File: config.mk
export PLATFORM = sky130hd
export DESIGN_NAME = xsa_alu
export DESIGN_NICKNAME = d
export VERILOG_FILES = /design/src/core/xsa_pkg.sv /design/src/core/xsa_alu.sv
export SDC_FILE = /design/constraint.sdc
export NUM_CORES = 1
export LEC_CHECK = 0
export ABC_AREA = 1
export BUFFER_PORTS_ARGS = -buffer_cell sky130_fd_sc_hd__buf_2
export CAP_MARGIN = 10
export CORE_MARGIN = 2
export CORE_UTILIZATION = 25
export DETAILED_ROUTE_END_ITERATION = 6
export GPL_TIMING_DRIVEN = 0
export PLACE_DENSITY_LB_ADDON = 0.2
export SLEW_MARGIN = 15
export SYNTH_ARGS = -nofsm -noshare
export SYNTH_HDL_FRONTEND = slang
export SYNTH_SLANG_ARGS = --single-unit
export TNS_END_PERCENT = 10
File: constraint.sdc
create_clock -name clk -period 2.8 [get_ports clk]
set_input_delay 0.56 -clock clk [delete_from_list [all_inputs] [get_ports clk]]
set_output_delay 0.56 -clock clk [all_outputs]
set_load 0.005 [all_outputs]
File: src/core/xsa_pkg.sv
// Package of operation codes, widths and flag positions for the XSA datapath.
package xsa_pkg;

    // ========================================================================
    // Widths
    // ========================================================================
    localparam int DATA_W = 8;
    localparam int ADDR_W = 7;
    localparam int NIB_W  = 4;

    // ========================================================================
    // Operations issued by the decoder
    // ========================================================================
    typedef enum logic [1:0] {
        XSA_OP_XOR_LIT  = 2'h0,
        XSA_OP_SUB_FILE = 2'h1,
        XSA_OP_XOR_FILE = 2'h3,
        XSA_OP_SWAP     = 2'h2
    } xsa_op_t;

    // ========================================================================
    // Destination select and status layout
    // ========================================================================
    localparam logic DEST_ACC  = 1'b0;
    localparam logic DEST_FILE = 1'b1;

    localparam int FLAG_C     = 0;
    localparam int FLAG_DIGIT = 1;
    localparam int FLAG_Z     = 2;
    localparam int FLAGS_W    = 3;

    localparam logic [DATA_W-1:0]  ACC_RST   = 8'h00;
    localparam logic [FLAGS_W-1:0] FLAGS_RST = 3'h0;

endpackage : xsa_pkg

File: src/core/xsa_alu.sv
// Single-cycle XOR, subtract and nibble-swap datapath with its own flags.
`timescale 1ns/1ps
// Notes on behaviour
// - Literal XOR into accumulator, zero flag only.
// - File minus accumulator; carry, digit carry, zero.
// - Subtract result goes where destination bit says.
// - File XOR with accumulator, zero flag only.
// - File XOR result routed by destination bit.
// - Swap nibbles of file; flags untouched.
// - Swapped byte routed by destination bit.
module xsa_alu
    import xsa_pkg::*;
(
    input  wire logic                       clk,
    input  wire logic                       sys_rst,
    input  wire logic                       op_valid,
    input  wire xsa_pkg::xsa_op_t           op_code,
    input  wire logic [xsa_pkg::DATA_W-1:0] op_literal,
    input  wire logic [xsa_pkg::ADDR_W-1:0] op_addr,
    input  wire logic                       op_dest,
    output logic      [xsa_pkg::ADDR_W-1:0] file_raddr,
    input  wire logic [xsa_pkg::DATA_W-1:0] file_rdata,
    output logic                            file_we,
    output logic      [xsa_pkg::ADDR_W-1:0] file_waddr,
    output logic      [xsa_pkg::DATA_W-1:0] file_wdata,
    output logic      [xsa_pkg::DATA_W-1:0] acc,
    output logic                            zero_flag,
    output logic                            carry_flag,
    output logic                            digit_carry_flag
);
    import xsa_pkg::*;

    // ========================================================================
    // Result computation
    // ========================================================================
    logic [DATA_W-1:0]  acc_ff;
    logic [DATA_W-1:0]  nxt_acc;
    logic [FLAGS_W-1:0] flags_ff;
    logic [FLAGS_W-1:0] nxt_flags;
    logic [DATA_W-1:0]  result;
    logic [DATA_W:0]    diff;
    logic [NIB_W:0]     low_diff;
    logic               to_file;

    // The file register is read combinationally so that read, operate and
    // write all fit in the one instruction cycle.
    assign file_raddr = op_addr;

    always_comb begin
        diff     = {1'b0, file_rdata} - {1'b0, acc_ff};
        low_diff = {1'b0, file_rdata[NIB_W-1:0]} - {1'b0, acc_ff[NIB_W-1:0]};
        unique case (op_code)
            XSA_OP_XOR_LIT:  result = acc_ff ^ op_literal;
            XSA_OP_SUB_FILE: result = diff[DATA_W-1:0];
            XSA_OP_XOR_FILE: result = acc_ff ^ file_rdata;
            XSA_OP_SWAP:     result = {file_rdata[NIB_W-1:0],
                                       file_rdata[DATA_W-1:NIB_W]};
        endcase
    end

    // Literal XOR always lands in the accumulator; the others obey op_dest.
    assign to_file = op_valid && (op_code != XSA_OP_XOR_LIT)
                     && (op_dest == DEST_FILE);

    // ========================================================================
    // File write port
    // ========================================================================
    // Write strobe is combinational so the write lands at the same edge that
    // would have updated the accumulator.
    assign file_we    = to_file;
    assign file_waddr = op_addr;

    // Write data comes straight from the result, not from a flop: a
    // registered copy would reach the file one cycle late.
    assign file_wdata = result;

    // ========================================================================
    // Accumulator and flags
    // ========================================================================
    // Zero test shared by every operation that updates the zero flag.
    function automatic logic is_zero(input logic [DATA_W-1:0] value);
        return value == '0;
    endfunction : is_zero

    always_comb begin
        nxt_acc   = acc_ff;
        nxt_flags = flags_ff;
        if (op_valid) begin
            if (!to_file) begin
                nxt_acc = result;
            end
            unique case (op_code)
                XSA_OP_XOR_LIT, XSA_OP_XOR_FILE: begin
                    nxt_flags[FLAG_Z] = is_zero(result);
                end
                XSA_OP_SUB_FILE: begin
                    // No borrow reads as carry set, as in most 8-bit cores.
                    nxt_flags[FLAG_C]     = ~diff[DATA_W];
                    nxt_flags[FLAG_DIGIT] = ~low_diff[NIB_W];
                    nxt_flags[FLAG_Z]     = is_zero(result);
                end
                XSA_OP_SWAP: begin
                    nxt_flags = flags_ff;
                end
            endcase
        end
    end

    always_ff @(posedge clk) begin
        if (sys_rst) begin
            acc_ff   <= ACC_RST;
            flags_ff <= FLAGS_RST;
        end else begin
            acc_ff   <= nxt_acc;
            flags_ff <= nxt_flags;
        end
    end

    assign acc              = acc_ff;
    assign zero_flag        = flags_ff[FLAG_Z];
    assign carry_flag       = flags_ff[FLAG_C];
    assign digit_carry_flag = flags_ff[FLAG_DIGIT];

    // ========================================================================
    // Checks
    // ========================================================================
    AST_XORLIT_ACC: assert property (@(posedge clk)
        disable iff (sys_rst)
        op_valid && op_code == XSA_OP_XOR_LIT |=>
        acc == ($past(acc) ^ $past(op_literal)) && !$past(file_we))
        else $error("literal xor result wrong");

    AST_XORLIT_FLAGS: assert property (@(posedge clk)
        disable iff (sys_rst)
        op_valid && op_code == XSA_OP_XOR_LIT |=>
        carry_flag == $past(carry_flag)
        && digit_carry_flag == $past(digit_carry_flag)
        && zero_flag == (acc == 8'h00))
        else $error("literal xor flags wrong");

    AST_SUB_FLAGS: assert property (@(posedge clk)
        disable iff (sys_rst)
        op_valid && op_code == XSA_OP_SUB_FILE |=>
        carry_flag == ($past(file_rdata) >= $past(acc))
        && zero_flag == ($past(file_rdata) == $past(acc)))
        else $error("subtract flags wrong");

    AST_SUB_DEST: assert property (@(posedge clk)
        disable iff (sys_rst)
        op_valid && op_code == XSA_OP_SUB_FILE && op_dest == DEST_FILE |->
        file_we && file_wdata == file_rdata - acc ##1 acc == $past(acc))
        else $error("subtract to file wrong");

    AST_XORF_ACC: assert property (@(posedge clk)
        disable iff (sys_rst)
        op_valid && op_code == XSA_OP_XOR_FILE && op_dest == DEST_ACC |=>
        acc == ($past(acc) ^ $past(file_rdata))
        && carry_flag == $past(carry_flag))
        else $error("file xor to acc wrong");

    AST_XORF_DEST: assert property (@(posedge clk)
        disable iff (sys_rst)
        op_valid && op_code == XSA_OP_XOR_FILE |->
        file_we == (op_dest == DEST_FILE))
        else $error("file xor routing wrong");

    AST_SWAP_DATA: assert property (@(posedge clk)
        disable iff (sys_rst)
        op_valid && op_code == XSA_OP_SWAP |->
        file_wdata[3:0] == file_rdata[7:4]
        && file_wdata[7:4] == file_rdata[3:0]
        ##1 $stable(zero_flag) && $stable(carry_flag))
        else $error("swap result or flags wrong");

    AST_SWAP_ACC: assert property (@(posedge clk)
        disable iff (sys_rst)
        op_valid && op_code == XSA_OP_SWAP && op_dest == DEST_ACC |=>
        acc == {$past(file_rdata[3:0]), $past(file_rdata[7:4])})
        else $error("swap to acc wrong");

    AST_IDLE_HOLD: assert property (@(posedge clk)
        disable iff (sys_rst)
        !op_valid |-> !file_we ##1 $stable(acc) && $stable(zero_flag))
        else $error("idle cycle changed state");

    // Digit carry is the no-borrow of the low nibble on its own.
    AST_SUB_DIGIT: assert property (@(posedge clk)
        disable iff (sys_rst)
        op_valid && op_code == XSA_OP_SUB_FILE |=>
        digit_carry_flag == ($past(file_rdata[NIB_W-1:0])
                             >= $past(acc[NIB_W-1:0])))
        else $error("subtract digit carry wrong");

    AST_SUB_ACC: assert property (@(posedge clk)
        disable iff (sys_rst)
        op_valid && op_code == XSA_OP_SUB_FILE && op_dest == DEST_ACC |->
        !file_we ##1 acc == $past(file_rdata) - $past(acc))
        else $error("subtract to acc wrong");

    AST_XORF_FILE: assert property (@(posedge clk)
        disable iff (sys_rst)
        op_valid && op_code == XSA_OP_XOR_FILE && op_dest == DEST_FILE |->
        file_wdata == (acc ^ file_rdata) && file_waddr == op_addr
        ##1 $stable(acc))
        else $error("file xor to file wrong");

    AST_XORF_ZERO: assert property (@(posedge clk)
        disable iff (sys_rst)
        op_valid && op_code == XSA_OP_XOR_FILE |=>
        zero_flag == (($past(acc) ^ $past(file_rdata)) == 8'h00)
        && digit_carry_flag == $past(digit_carry_flag))
        else $error("file xor flags wrong");

    AST_SWAP_FILE: assert property (@(posedge clk)
        disable iff (sys_rst)
        op_valid && op_code == XSA_OP_SWAP && op_dest == DEST_FILE |->
        file_we ##1 $stable(acc) && $stable(digit_carry_flag))
        else $error("swap to file wrong");

    COV_SUB_BORROW: cover property (@(posedge clk) disable iff (sys_rst)
        op_valid && op_code == XSA_OP_SUB_FILE ##1 !carry_flag);
    COV_XOR_ZERO: cover property (@(posedge clk) disable iff (sys_rst)
        op_valid && op_code == XSA_OP_XOR_LIT ##1 zero_flag);
    COV_SWAP_FILE: cover property (@(posedge clk) disable iff (sys_rst)
        op_valid && op_code == XSA_OP_SWAP && file_we);
    COV_BACK2BACK: cover property (@(posedge clk) disable iff (sys_rst)
        op_valid ##1 op_valid ##1 op_valid);
    COV_XORF_FILE: cover property (@(posedge clk) disable iff (sys_rst)
        op_valid && op_code == XSA_OP_XOR_FILE && file_we);

endmodule : xsa_alu

==> Word level (Yosys, flattened, before mapping) <==
Cells that the tools add are included.
{ "classes": {"n_addsub": 2, "n_eq_ne": 3, "mux": 2, "n_bitwise": 6, "reduce_logical": 9} }
{ "ops": {"columns": ["op", "n"], "rows": [
  ["$pmux W8 S4", 1],
  ["$xor A8 B8 Y8", 2],
  ["$sub A8 B8 Y9", 1],
  ["$logic_not A8 Y1", 1],
  ["$reduce_and A2 Y1", 3],
  ["$sub A4 B4 Y5", 1],
  ["$eq A2 B2 Y1 const B", 2],
  ["$not A1 Y1", 4],
  ["$reduce_or A3 Y1", 1],
  ["$eq A2 B1 Y1 const B", 1],
  ["$logic_and A1 B1 Y1", 2],
  ["$logic_not A2 Y1", 1],
  ["$reduce_bool A2 Y1", 1],
  ["$mux W1", 1]
]} }
{ "word_totals": {"regBits": 11} }

==> Longest topological paths before layout <==
Gate-level depths: netlist (run 1).
{ "logic_depth": {"depth_word": 5, "mapped_depth": 16, "ltp_nobuf": 16} }

==> Worst setup path before layout (run 1) <==
OpenSTA, ideal clock, no wires.
{ "synth_path": {"path_type": "input-to-output", "from": "in file_rdata[0] in the netlist's numbering", "to": "out file_wdata[6] in the netlist's numbering", "arrival_ns": 1.752, "t_required_ns": 2.240, "path_slack_ns": 0.488, "cell_stages": 11, "n_path_buf": 0, "path_cell_list": "inv_1 -> ha_1 -> inv_1 -> fa_1 -> nand2_1 -> nand2_1 -> nand3_1 -> nand2_1 -> nand2_1 -> nand3_1 -> a21oi_2"} }
{ "synth_between": {"elab_chain_len": 2} }
{ "synth_rtl": {"columns": ["item", "line_no", "text"], "rows": [
  ["from (decl)", "xsa_alu.sv:22", "input wire logic [xsa_pkg::DATA_W-1:0] file_rdata,"],
  ["$sub A8 B8 Y9", "xsa_alu.sv:50", "diff = {1'b0, file_rdata} - {1'b0, acc_ff};"],
  ["$pmux W8 S4", "xsa_alu.sv:52", "unique case (op_code)"],
  ["to (decl)", "xsa_alu.sv:25", "output logic [xsa_pkg::DATA_W-1:0] file_wdata,"]
]} }
No other way between the ends.

==> Worst setup path after layout (run 1) <==
Ends and elaborated chain as after synthesis.

==> results of run 1 <==
[through the flow]
| step | cells | util [%] | instance area [um2] | setup WS [ns] | hold WS (ns) |
|---|---|---|---|---|---|
| after detailed placement | 363 | 32.3 | 1760 | 0.0555 | 0.489 |
| after global placement | 363 | 32.3 | 1760 | 0.0595 | 0.496 |
| after global routing | 367 | 33.5 | 1820 | -0.00282 | 0.485 |
| after floorplan | 236 | - | 1390 | 0.488 | 0.488 |
| final | 367 | 33.5 | 1820 | 0.121 | 0.486 |
| after CTS | 367 | 33.1 | 1800 | 0.0542 | 0.480 |
[layout make-up]
cell class,count,area (um2)
plain buffers,19,139
clock buffers,4,45.0
fillers,650,3610
inverters,40,155
multi-input cells,166,900
flip-flops and latches,11,220
well taps,72,90.1
repair buffers,55,275
[repair_timing]
item / 4_1_cts / 5_1_grt
endpoints found under the setup margin: 0 / 1
hold buffers: 0 / 0
gates resized for setup: 0 / 6
[registers in the layout, summed over array words and instances, names as in the netlist]
| name | flops |
|---|---|
| flags_ff | 3 |
| acc | 8 |
[kinds of logic after synthesis]
kind of cell / synth area share [%]
buffers and inverters: 21.1
muxes: 0.719
adders and majority gates: 12.2
AOI/OAI and AO/OA: 13.6
and+or+nand+nor: 36.5
DFF: 15.8
[worst min-delay path by stage]
| stage | from | to | slack, ns | depth (start not counted) |
|---|---|---|---|---|
| floorplan | flags_ff[2]$_SDFFE_PP0P_ | flags_ff[2]$_SDFFE_PP0P_ | 0.49 | 2 |
| detailed placement | flags_ff[2]$_SDFFE_PP0P_ | flags_ff[2]$_SDFFE_PP0P_ | 0.49 | 2 |
| global placement | flags_ff[2]$_SDFFE_PP0P_ | flags_ff[2]$_SDFFE_PP0P_ | 0.50 | 2 |
| global route | sys_rst | flags_ff[2]$_SDFFE_PP0P_ | 0.48 | 2 |
| finish | sys_rst | flags_ff[2]$_SDFFE_PP0P_ | 0.49 | 2 |
| CTS | sys_rst | flags_ff[2]$_SDFFE_PP0P_ | 0.48 | 2 |
[Yosys cell counts (all sizes together)]
| cell | instances |
|---|---|
| nand2 | 72 |
| inv | 40 |
| nand3 | 27 |
| a21oi | 20 |
| buf | 18 |
| o21ai | 15 |
| ha | 12 |
| dfxtp | 11 |
| nor2 | 10 |
| or2 | 4 |
| a31oi | 1 |
| and2 | 1 |
| clkbuf | 1 |
| fa | 1 |
| mux2i | 1 |
| nand3b | 1 |
| nand4 | 1 |
[power by group through the flow]
stage                     Combinational, mW  Sequential, mW  Clock, mW
after floorplan                       0.214           0.183          0
after global placement                0.322           0.185          0
after CTS                             0.326           0.181      0.170
final                                 0.331           0.181      0.163
after detailed placement              0.324           0.184          0
after global routing                  0.379           0.184      0.180
[routing by layer]
metal	track usage (%)	share of wire, %
met1	18.9	49
met2	22.3	43
met5	0	0
met4	1.75	0.31
met3	3.79	7.5
[critical path, delay by kind of cell]
kind	cells	cell delay [ns]
adder cells (fa/ha/maj)	2	0.55
AND/OR/NAND/NOR	6	0.44
buffers and inverters	4	0.36
AO/OA/AOI/OAI	1	0.19
==> out/results.ini, run 1 <==
[die]
rows=27
core_area_mm2=0.00544
start_util_pct=25.6
die_x_um=78.6
num_io_pins=63
die_area_mm2=0.00618
die_h_um=78.6

[power]
peakVddDrop_v=0.000196
power.leakage_nw=1.05
pwr-share-clk_pct=24.2
share_comb_of_total_power_pct=49.0
switching_power_mw=0.265
p_sw_share_pct=39.3
p_seq_share_pct=26.8
p_int_mw=0.410
total_power_mw=0.675
powerDensity_mw_per_mm2=370

[placed_design]
post-dp-hpwl_um=3490
portBuffers=55
gp_congestion=0.837

[setup_path]
rr_endpoint=flags_ff[2]$_SDFFE_PP0P_
endpoint=file_wdata[6]
crit_path_start_kind=input port
reg2reg_from=acc[0]$_SDFFE_PP0P_
cp_data_required_time_ns=2.24
cp.arrival_ns=2.12
critPathMaxStageDelay_ns=0.40
cp-end-kind=primary output
crit_top_cell=nand2_1
startpoint=file_rdata[0]
path_cells=buf_2, inv_1, ha_1, inv_2, fa_2, nand2_2, nand2_1, nand3_2, nand2_1, nand2_1, nand3_2, a21oi_4, buf_2
worstSetupPathType=in2out
ff2ff_setup_slack_ns=0.81
worst_path_max_delay_cell=fa_2
worstRegToRegCells=12
crit_fanout=3

[clocking]
post-cts-setup-buffers=0
path_clk_slew_ns=0.06
cts_tree=done
htreeDepth=1
clock_sinks=11
clockBufferDepth=2
cts_root_buf=clkbuf_8
cts_inserted_buffers=3
insertion_delay_ns=0.24

[sta]
finClkSkew_ns=0.00611
fmax_mhz=373
setup_tns_ns=0
hold_violations=0
setup_violations=0
drv_slew=0
fin_crit_sh_pct=95.7
layout_min_cycle_time_ns=2.68
tightest_slew_ns=0.386
slew_headroom_pct=74.2

[drt]
ant_nets=0
drc=0
first_iter_violations=88
first_pass_iters=4
via_per_inst=4.34
wl_um=4170
vias=1594
wl_per_cell_um=11.4

[synth]
syn_area_mm2=0.00139
ys_types=24
synth.yosys.seq_area_share_pct=15.8
ys_warn_count=0
yosysTopAreaCell=nand2_1
synthCells=236
syn-num-nets=278
syn_area_per_cell_um2=5.90
synth_top_cells_by_area=nand2_1 18%, dfxtp_1 16%, ha_1 11%
synth_top_area_share_pct=17.5
synth_seq_cells=11

[cells_and_area]
final_layout_size_suffix_gt1_share_pct=31.9
final_common_cell=nand2_1
fin_nets=338
syn_to_final_growth_pct=31.1
antennaDiodeCount=0
final_cell_mix=64 x nand2_1, 58 x buf_2, 38 x inv_1

[grt]
grt_overflow=0
grt_max_degree=11
grt_pass1_vias=1461
grt_pass1_wl_um=6820
grt_usage_pct=13.9
antenna_found_initial=0

[hold_path]
hold_class=in2reg

[flow_run]
drv_cap=0

[run_status]
status=completed

No activity file was read; power rests on OpenSTA's default activity.
==> run 2: changes to the inputs <==
CORE_UTILIZATION = 32   (was 25)
GPL_TIMING_DRIVEN = 1   (was 0)
==> out/results.ini, run 2 (same netlist as run 1, synthesis figures left out) <==
[run_status]
status=completed  ; unchanged

[hold_path]
hold_class=in2reg  ; unchanged
hold_start=sys_rst  ; unchanged
holdPathStages=2  ; unchanged
whs_endpoint=flags_ff[2]$_SDFFE_PP0P_  ; unchanged

[power]
powerDensity_mw_per_mm2=409  ; was 370 mW/mm2
peakVddDrop_v=0.000253  ; was 0.000196 V
p_int_mw=0.395  ; was 0.410 mW
p_sw_share_pct=40.3  ; was 39.3%
switching_power_mw=0.266  ; was 0.265 mW
total_power_mw=0.661  ; was 0.675 mW
pwr-share-clk_pct=25.8  ; was 24.2%
share_comb_of_total_power_pct=46.9  ; was 49.0%
p_seq_share_pct=27.3  ; was 26.8%
power.leakage_nw=0.917  ; was 1.05 nW

[grt]
grt_overflow=0  ; unchanged
antenna_found_initial=0  ; unchanged
grt_pass1_vias=1466  ; was 1,461
grt_pass1_wl_um=6730  ; was 6820 um
grt_max_degree=17  ; was 11
grt_usage_pct=17.0  ; was 13.9%

[die]
die_h_um=69.9  ; was 78.6 um
rows=23  ; was 27
num_io_pins=63  ; unchanged
die_area_mm2=0.00489  ; was 0.00618 mm2
die_x_um=69.9  ; was 78.6 um
start_util_pct=34.0  ; was 25.6%
core_area_mm2=0.00409  ; was 0.00544 mm2

[setup_path]
worstSetupPathType=in2out  ; unchanged
ff2ff_setup_slack_ns=0.76  ; was 0.81 ns
reg2reg_from=acc[0]$_SDFFE_PP0P_  ; unchanged
crit_fanout=3  ; unchanged
crit_path_start_kind=input port  ; unchanged
cp-end-kind=primary output  ; unchanged
rr_endpoint=flags_ff[2]$_SDFFE_PP0P_  ; unchanged
cp_data_required_time_ns=2.24  ; about the same
worstRegToRegCells=14  ; was 12
cp.arrival_ns=2.09  ; was 2.12 ns

[sta]
setup_violations=0  ; unchanged
fmax_mhz=377  ; was 373 MHz
slew_headroom_pct=65.5  ; was 74.2%
finClkSkew_ns=0.00394  ; was 0.00611 ns
hold_violations=0  ; unchanged
whs_ns=0.487  ; was 0.486 ns
rsz0062_at_grt=no
setup_tns_ns=0  ; unchanged
fin_crit_sh_pct=94.6  ; was 95.7%
drv_slew=0  ; unchanged
tightest_slew_ns=0.517  ; was 0.386 ns
layout_min_cycle_time_ns=2.65  ; was 2.68 ns

[clocking]
path_clk_slew_ns=0.05  ; was 0.06 ns
htreeDepth=1  ; unchanged
cts_inserted_buffers=3  ; unchanged
cts_tree=done  ; unchanged
clockBufferDepth=2  ; unchanged
holdBufCountCts=0  ; unchanged
insertion_delay_ns=0.24  ; about the same
cts_root_buf=clkbuf_8  ; unchanged
clock_sinks=11  ; unchanged

[drt]
first_iter_violations=40  ; was 88
wl_um=3910  ; was 4170 um
ant_nets=0  ; unchanged
drc=0  ; unchanged
via_per_inst=4.66  ; was 4.34
first_pass_iters=4  ; unchanged
vias=1473  ; was 1,594
wl_per_cell_um=12.4  ; was 11.4 um

[cells_and_area]
fin_nets=309  ; was 338
antennaDiodeCount=0  ; unchanged
final_cell_mix=63 x nand2_1, 41 x buf_2, 38 x inv_1  ; was 64 x nand2_1, 58 x buf_2, 38 x inv_1
syn_to_final_growth_pct=16.1  ; was 31.1%
post-route-util_pct=39.5  ; was 33.5%
final_layout_size_suffix_gt1_share_pct=25.2  ; was 31.9%
final_common_cell=nand2_1  ; unchanged
largest_reg_flops=8  ; unchanged
final_area_mm2=0.00162  ; was 0.00182 mm2
fillCellCount=476  ; was 650

[placed_design]
placed_cell_area_mm2=0.00154  ; was 0.00176 mm2
portBuffers=41  ; was 55
gp_congestion=0.857  ; was 0.837
post-dp-hpwl_um=3170  ; was 3490 um

[flow_run]
drv_cap=0  ; unchanged

==> run 2: changes by cell type in the layout (fill, tap and decap cells not counted) <==
cell | before | now
buf_4 | 14 | 4
ha_2 | 0 | 1
ha_1 | 12 | 11
nand2_1 | 64 | 63
a21oi_2 | 1 | 2
a21oi_4 | 1 | 0
buf_6 | 1 | 0
clkbuf_4 | 1 | 0
buf_2 | 58 | 41
nand2_2 | 8 | 9
==> run 2: final cells by class <==
type | count | area [um2] | area share (%)
Clock buffer | 4 | 45.0 | 2.79
Tap cell | 50 | 62.6 | 3.87
Inverter | 40 | 155 | 9.60
Sequential cell | 11 | 220 | 13.6
Multi-Input combinational cell | 166 | 897 | 55.5
Timing Repair Buffer | 45 | 235 | 14.6
==> run 2: worst max path at each step <==
| stage | start | to | slack, ns | cells past startpoint |
|---|---|---|---|---|
| 2_1_floorplan | file_rdata[0] | file_wdata[6] | 0.49 | 11 |
| 3_5_place_dp | file_rdata[0] | file_wdata[6] | 0.09 | 13 |
| 5_1_grt | file_rdata[0] | file_wdata[6] | 0.02 | 13 |
| 3_3_place_gp | file_rdata[0] | file_wdata[6] | 0.11 | 13 |
| 6_report | file_rdata[0] | file_wdata[6] | 0.15 | 13 |
| 4_1_cts | file_rdata[0] | file_wdata[6] | 0.09 | 13 |
==> run 2: power groups by stage <==
| stage | registers [mW] | logic (mW) | clock network (mW) |
|---|---|---|---|
| after floorplan | 0.183 | 0.214 | 0 |
| after global placement | 0.184 | 0.299 | 0 |
| after detailed placement | 0.184 | 0.300 | 0 |
| after CTS | 0.181 | 0.302 | 0.177 |
| after global routing | 0.183 | 0.355 | 0.186 |
| final | 0.181 | 0.310 | 0.171 |
==> run 2: critical path: stages <==
cell and delay [ns]:
buf_2 0.11, inv_1 0.05, ha_2 0.16, inv_2 0.05, fa_2 0.39, nand2_1 0.10, nand2_2 0.07, nand3_2 0.07
nand2_1 0.06, nand2_2 0.07, nand3_2 0.06, a21oi_2 0.18, buf_2 0.13
==> run 2: repair_timing <==
item,CTS,global route
setup buffers,0,1
setup endpoints to repair,0,1
gates resized for setup,0,7
endpoints found under the hold margin,0,0
==> run 2: per-layer routing <==
layer / global-route usage, % / wire, um / part of all wire, % / vias to the layer above
met2: 29.0 / 1830 / 47 / 51
met1: 21.9 / 1800 / 46 / 626
li1: - / - / - / 790
met5: 0 / 0 / 0 / -
met4: 2.99 / 44 / 1.1 / 0
met3: 4.04 / 232 / 5.9 / 6
==> run 2: through the flow <==
step	std cells	setup WS (ns)
after floorplan	236	0.488
after global placement	311	0.111
after detailed placement	311	0.0894
after CTS	315	0.0863
after global routing	316	0.0151
final	316	0.151
